### config.mk
export PLATFORM = sky130hd
export DESIGN_NAME = bce_branch_condition_evaluator
export DESIGN_NICKNAME = d
export VERILOG_FILES = /design/src/bce_pkg.sv /design/src/bce_branch_condition_evaluator.sv
export SDC_FILE = /design/constraint.sdc
export NUM_CORES = 1
export LEC_CHECK = 0
export BUFFER_PORTS_ARGS = -buffer_cell sky130_fd_sc_hd__buf_2
export CORE_AREA = 2 2 39 41
export CTS_CLUSTER_SIZE = 28
export DETAILED_ROUTE_END_ITERATION = 7
export DIE_AREA = 0 0 41 43
export HOLD_SLACK_MARGIN = 0.06
export PLACE_DENSITY = 0.67
export REMOVE_ABC_BUFFERS = 1
export SYNTH_ARGS = -nofsm -noshare
export SYNTH_HDL_FRONTEND = slang
export SYNTH_SLANG_ARGS = --single-unit
### constraint.sdc
create_clock -name core_clk -period 1.35 [get_ports core_clk]
set_input_delay 0.135 -clock core_clk [delete_from_list [all_inputs] [get_ports core_clk]]
set_output_delay 0.135 -clock core_clk [all_outputs]
set_load 0.02 [all_outputs]
### src/bce_pkg.sv
// Functional notes
// - select pair picks pin-low, flag set, clear, none
// - derive zero, negative, overflow, carry conditions
// - low nibble is the condition test mask
// - bits four to seven give required states
// - mask ANDed with matches; any bit means met
// - zero+negative mask, zero set tests non-negative
package bce_pkg;

    // ----------------------------------------------------------------
    // field positions inside the eight-bit condition field
    // ----------------------------------------------------------------
    localparam int BCE_MASK_LSB   = 0;     // mask nibble starts here
    localparam int BCE_REQ_LSB    = 4;     // required-state nibble starts here
    localparam int BCE_NIB_W      = 4;     // one bit per accumulator condition

    // bit position of each condition inside a nibble
    localparam int BCE_BIT_ZERO   = 3;     // accumulator equals zero
    localparam int BCE_BIT_NEG    = 2;     // accumulator below zero
    localparam int BCE_BIT_OVF    = 1;     // overflow
    localparam int BCE_BIT_CARRY  = 0;     // carry

    // ----------------------------------------------------------------
    // reset values and defaults
    // ----------------------------------------------------------------
    localparam logic BCE_PIN_RST  = 1'b1;  // pin synchroniser idles high (not asserted)
    localparam logic BCE_MET_RST  = 1'b0;  // registered decision reads not met
    localparam int   BCE_ACC_W    = 32;    // accumulator width
    localparam int   BCE_SYNC_LAT = 2;     // pin to decision latency, cycles

    // ----------------------------------------------------------------
    // carriers
    // ----------------------------------------------------------------
    // flag select pair of a conditional instruction
    typedef enum logic [1:0] {
        BCE_TP_PIN_LOW  = 2'b00,           // branch input pin low
        BCE_TP_TC_SET   = 2'b01,           // test control flag set
        BCE_TP_TC_CLEAR = 2'b10,           // test control flag clear
        BCE_TP_NONE     = 2'b11            // nothing tested
    } bce_tp_t;

    // accumulator condition nibble, zero in the msb
    typedef struct packed {
        logic zero;
        logic neg;
        logic ovf;
        logic carry;
    } bce_acc_flags_t;

    // eight-bit condition field: required states over mask
    typedef struct packed {
        bce_acc_flags_t req;
        bce_acc_flags_t mask;
    } bce_cond_field_t;

endpackage

### src/bce_branch_condition_evaluator.sv
module bce_branch_condition_evaluator
    import bce_pkg::*;
#(
    parameter int ACC_W = BCE_ACC_W        // accumulator width
) (
    input  wire logic            core_clk,
    input  wire logic            rst,
    input  wire logic [ACC_W-1:0] accum_value,
    input  wire logic            overflow_flag,
    input  wire logic            carry_flag,
    input  wire logic            test_control_flag,
    input  wire logic            branch_input_pin,
    input  wire bce_tp_t         flag_select_pair,
    input  wire bce_cond_field_t accum_condition_field,
    output logic                 cond_met,
    output logic                 flag_sel_met,
    output logic                 accum_cond_met,
    output logic                 branch_pin_low_reg,
    output logic                 cond_met_reg
);

    // ----------------------------------------------------------------
    // elaboration checks
    // ----------------------------------------------------------------
    // a sign bit and at least one magnitude bit are needed
    if (ACC_W < 2) begin : g_bad_width
        $error("accumulator width must be at least two bits");
    end

    // ----------------------------------------------------------------
    // pin synchroniser
    // ----------------------------------------------------------------
    logic pin_meta_reg;                    // first stage, read only by second
    logic pin_meta_next;
    logic pin_sync_reg;                    // second stage, safe to use
    logic pin_sync_next;
    logic met_next;                        // next registered decision

    // next values: the pin is asynchronous to core_clk
    always_comb begin
        pin_meta_next = branch_input_pin;
        pin_sync_next = pin_meta_reg;
        met_next      = cond_met;
    end

    // registers only; reset loads constants
    always_ff @(posedge core_clk) begin
        if (rst) begin
            pin_meta_reg <= BCE_PIN_RST;
            pin_sync_reg <= BCE_PIN_RST;
            cond_met_reg <= BCE_MET_RST;
        end else begin
            pin_meta_reg <= pin_meta_next;
            pin_sync_reg <= pin_sync_next;
            cond_met_reg <= met_next;
        end
    end

    // exposes the pin state the decision actually used
    assign branch_pin_low_reg = ~pin_sync_reg;

    // ----------------------------------------------------------------
    // flag select decode
    // ----------------------------------------------------------------
    // pin test costs two cycles of latency; the sequencer must
    // allow for this when software polls the pin in a tight loop
    always_comb begin
        case (flag_select_pair)
            BCE_TP_PIN_LOW:  flag_sel_met = ~pin_sync_reg;
            BCE_TP_TC_SET:   flag_sel_met = test_control_flag;
            BCE_TP_TC_CLEAR: flag_sel_met = ~test_control_flag;
            default:         flag_sel_met = 1'b1;
        endcase
    end

    // ----------------------------------------------------------------
    // accumulator conditions
    // ----------------------------------------------------------------
    bce_acc_flags_t acc_now;               // live conditions
    bce_acc_flags_t match;                 // condition equals required state
    bce_acc_flags_t hits;                  // tested and matching

    always_comb begin
        acc_now.zero  = (accum_value == '0);
        acc_now.neg   = accum_value[ACC_W-1];
        acc_now.ovf   = overflow_flag;
        acc_now.carry = carry_flag;
        // required state sits in the upper nibble
        match = ~(accum_condition_field.req ^ acc_now);
        // low nibble selects which conditions take part
        hits  = accum_condition_field.mask & match;
    end

    // any hit meets the test; a zero mask tests nothing and passes,
    // which keeps flag-only conditional forms usable
    // zero+negative mask with zero=1, neg=0 gives zero OR not negative,
    // which is the non-negative test
    always_comb begin
        if (accum_condition_field.mask == '0) begin
            accum_cond_met = 1'b1;
        end else begin
            accum_cond_met = |hits;
        end
    end

    // ----------------------------------------------------------------
    // final decision
    // ----------------------------------------------------------------
    // no register in the path so the branch decision lands in the
    // same decode cycle; the cost is a longer combinational path
    assign cond_met = flag_sel_met & accum_cond_met;

    logic [1:0] live_cnt_reg;              // cycles since reset, saturating
    logic [1:0] live_cnt_next;             // next value of the live count

    // helper count: pin checks wait until the synchroniser holds real
    // samples, since its reset value is not a sample of the pin
    always_comb begin
        if (live_cnt_reg == 2'h3) begin
            live_cnt_next = live_cnt_reg;      // saturate, never wraps
        end else begin
            live_cnt_next = live_cnt_reg + 2'h1;
        end
    end

    // registers only; reset restarts the count
    always_ff @(posedge core_clk) begin
        if (rst) begin
            live_cnt_reg <= 2'h0;
        end else begin
            live_cnt_reg <= live_cnt_next;
        end
    end
endmodule // bce_branch_condition_evaluator

Yosys cells after proc, flatten, opt, wreduce, memory -nomap -nowiden
Cells that the tools add are included.
- logic and storage cells: 17
- bits in registers: 3
- input port bits: 48
- output and inout port bits: 5
- bitwise operators: 6
- multiplexer cells: 2
- reductions and logical operators: 4
- eq/ne operators: 2
- operators by type and width (operator ; count):
    logical NOT 32 bit ; 1
    bitwise AND 4 bit ; 1
    logical NOT 4 bit ; 1
    inverter 4 bit ; 1
    OR reduction 4 bit ; 1
    XOR 4 bit ; 1
    case mux 1 bit (3 select lines) ; 1
    == test 2 x 1 -> 1 bit, second input constant ; 1
    == test 2 bit, second input constant ; 1
    logical NOT 2 bit ; 1
    inverter 1 bit ; 2
    bitwise AND 1 bit ; 1
    two-way mux 1 bit ; 1

Logic depth before layout (Yosys ltp)
- depth after elaboration: 7
- gate-level depth with buffers: 4
- gate-level depth less buffers: 4

Worst setup path after synthesis
OpenSTA, ideal clock, no wires.
- path type: input port to output port
- start: input port accum_value[25]
- end: output port cond_met
- setup slack: -0.136 ns
- required time: 1.215 ns
- arrival: 1.351 ns
- stages: 4
- path buffers: 0
- cell sequence: nor4_1 nand4_1 or3_4 a31oi_1
- cells in the longest elaborated chain, start to end: 7
- RTL lines (element ; RTL line ; text):
    start, declared ; bce_branch_condition_evaluator.sv:8 ; input wire logic [ACC_W-1:0] accum_value,
    logical NOT 32 bit ; bce_branch_condition_evaluator.sv:84 ; acc_now.zero = (accum_value == '0);
    XOR 4 bit ; bce_branch_condition_evaluator.sv:89 ; match = ~(accum_condition_field.req ^ acc_now);
    inverter 4 bit ; bce_branch_condition_evaluator.sv:89 ;
    bitwise AND 4 bit ; bce_branch_condition_evaluator.sv:91 ; hits = accum_condition_field.mask & match;
    OR reduction 4 bit ; bce_branch_condition_evaluator.sv:102 ; accum_cond_met = |hits;
    two-way mux 1 bit ; bce_branch_condition_evaluator.sv:99 ; if (accum_condition_field.mask == '0) begin
    bitwise AND 1 bit ; bce_branch_condition_evaluator.sv:111 ; assign cond_met = flag_sel_met & accum_cond_met;
    end, declared ; bce_branch_condition_evaluator.sv:15 ; output logic cond_met,
No other way between the ends.

Final worst setup path
- start: input port accum_value[1]
- end: output port cond_met
The elaborated chain is that of the path after synthesis.

==> results.md <==
* Critical Path Source Type: input pin
* Synthesis-stage register bit count at 3
* Synth Cell Area at 269 µm²
* Met2 wire len at 673 µm
* Share of layout cells above drive strength 1 at 0.787
* Total global routing overflow at 0
* Routed via count at 511
* Max Fclk at 0.660 GHz
* Top cell type by total area after synthesis: dfxtp_1
* Vias in the first global route at 515
* Syn avg cell area at 8.41 µm²
* Top cells by count, synth: 8 x nor4_1, 3 x dfxtp_1, 3 x xnor2_1
* Post-DRT Antenna Nets at 0
* Clock Latency Late Sink at 0.23 ns
* Clock slew at reported path FFs at 0.04 ns
* Post-synth EDFFs at 0
* Met3 routed WL at 134 µm
* CTS Sinks at 3
* Max-slew headroom at 0.771
* Tmin final at 1.51 ns
* Final setup fails at 3
* DRT met1 WL at 353 µm
* DR pass1 iterations at 1
* Final Cell Area at 757 µm²
* GRT Util Overall at 0.139
* R2R Path Start: pin_sync_reg
* Num ports at 53
* Ys Warns at 0
* Row count at 14
* RSZ-0062 raised after global routing: yes
* H-tree depth at 1
* R2r setup slk at 0.46 ns
* Area Growth Syn to Fin at 181%
* Residual DRC at 0
* Final WS setup at -0.164 ns
* Clock buffer depth at 2
* Final Net Count at 143
* Failing checks: negative setup slack
* Starting DRT DRC Count at 0
* GPL Wtd Cong at 0.688
* Worst Path Max Fanout at 3
* Most frequent cell after synthesis: nor4_1
* Path depth of the worst reg2reg path at 2
* Post-synthesis sequential area ratio at 0.223
* CTS root buf: clkbuf_4
* Dominant synthesized flop cell: dfxtp_1
* Yosys cell types at 18
* DR WL/cell at 10.6 µm
* Uppermost routed layer: met3
* Hold crit path type: in -> reg
* Pin count of the biggest net entering global routing at 4
* CTS Buf Count at 3
* Status: finished, violations left
* Crit end category: output pin
* Final Max Tran Viols at 0
* Hold Path Origin: branch_input_pin
* Die ar. at 1760 µm²
* Via-per-instance ratio at 4.65
* Reg2Reg Capture Point: cond_met_reg
* Die H at 43 µm
* Clk_skew at 0.00134 ns
* Worst hold stages at 2
* IO Port Bufs at 52
* Final Non-Filler Cells at 110
* Power per cell area at 604 nW/µm²
* CTS tree: built
* Routed WL at 1160 µm
* Synthesized netlist cell count at 32
* Endpoints failing hold at 0
* First-pass GRT wire length at 1730 µm
* Period utilization at 1.12
* ANT cells at 0
* Worst EP arrival at 1.38 ns
* Worst IR Drop VDD at 0.377 mV
* Initial antenna violation count at 0
* Synth top area cells: dfxtp_1 22%, nor4_1 19%, xnor2_1 9.8%
* Initial Util at 0.194
* Area post-placement at 587 µm²
* Max_cap viols at 0
* Number of cells after detailed placement at 105
* Async S/R FF share, synth at 0
* Pin slew with the least headroom to its limit at 0.339 ns
* Leak at 0.358 nW
* Crit Path Category: in -> out
* Hold endpoint: pin_meta_reg
* Worst Path Required at 1.22 ns
* CTS Hold Buffers Added at 0
* Core ar. at 1380 µm²
* Post-synth top area share at 0.223
* Chip Width at 41 µm
area by class of cell:
class,instances,area [µm²]
repair buffers,58,358
fillers,135,627
flip-flops and latches,3,60.1
multi-input cells,27,285
inverters,2,7.51
well taps,16,20.0
clock buffers,4,26.3
per-layer routing:
layer / track usage / up-vias
met1: 0.115 / 220
li1: - / 256
met4: 0.0200 / 0
met5: 0 / -
met3: 0.0314 / 0
met2: 0.294 / 35
worst max path at each step:
stage / start / end / slack [ns] / depth (start not counted)
floorplan: accum_value[25] / cond_met / -0.14 / 4
global placement: accum_value[14] / cond_met / -0.25 / 6
detailed placement: accum_value[31] / cond_met / -0.29 / 6
CTS: accum_value[15] / cond_met / -0.16 / 6
global route: accum_value[22] / cond_met / -0.25 / 6
finish: accum_value[1] / cond_met / -0.16 / 6
cell families after synthesis:
kind of cell | after synthesis | share of synthesized area
muxes | 1 | 0.0372
AOI/OAI and AO/OA | 6 | 0.191
DFF | 3 | 0.223
buffers and inverters | 2 | 0.0279
and+or+nand+nor | 17 | 0.423
xor gates and xnor gates | 3 | 0.0977
where the power goes:
| group | internal, mW | leakage (nW) | switching [mW] |
|---|---|---|---|
| logic | 0.120 | 0.318 | 0.0875 |
| clock network | 0.111 | 0.0150 | 0.0431 |
| registers | 0.0944 | 0.0249 | 0.00115 |
metrics by stage:
stage	TNS (ns)	setup slack [ns]	util	hold WS (ns)	total power, mW
2_1_floorplan	-0.136	-0.136	-	0.203	0.154
3_3_place_gp	-0.614	-0.253	0.424	0.324	0.255
3_5_place_dp	-0.722	-0.285	0.424	0.325	0.260
4_1_cts	-0.259	-0.162	0.527	0.0848	0.458
5_1_grt	-0.501	-0.253	0.547	0.0807	0.493
6_report	-0.275	-0.164	0.547	0.0890	0.457
layout by cell type, fill, tap and decap left out, drive strengths merged:
| master | count |
|---|---|
| a22o | 1 |
| xnor2 | 3 |
| mux2i | 1 |
| or2 | 2 |
| nor4 | 9 |
| nand4 | 2 |
| inv | 2 |
| or3 | 1 |
| nand3 | 1 |
| buf | 58 |
| a211oi | 1 |
| a31oi | 1 |
| nor2b | 1 |
| o21ai | 1 |
| clkbuf | 4 |
| nand2 | 1 |
| dfxtp | 3 |
| o31a | 1 |
| a311oi | 1 |
what timing repair did:
item | in CTS | in global routing
setup buffers | 1 | 0
gates resized for setup | 18 | 4
hold endpoints to repair | 0 | 0
endpoints found under the setup margin | 2 | 3
pin swaps | 10 | 2
worst max-delay path, cell delays in order:
cell	delay [ns]
buf_2	0.12
nor4_4	0.25
nand4_1	0.14
or3_4	0.40
a31oi_1	0.17
buf_4	0.16
No activity file was read; power rests on OpenSTA's default activity.
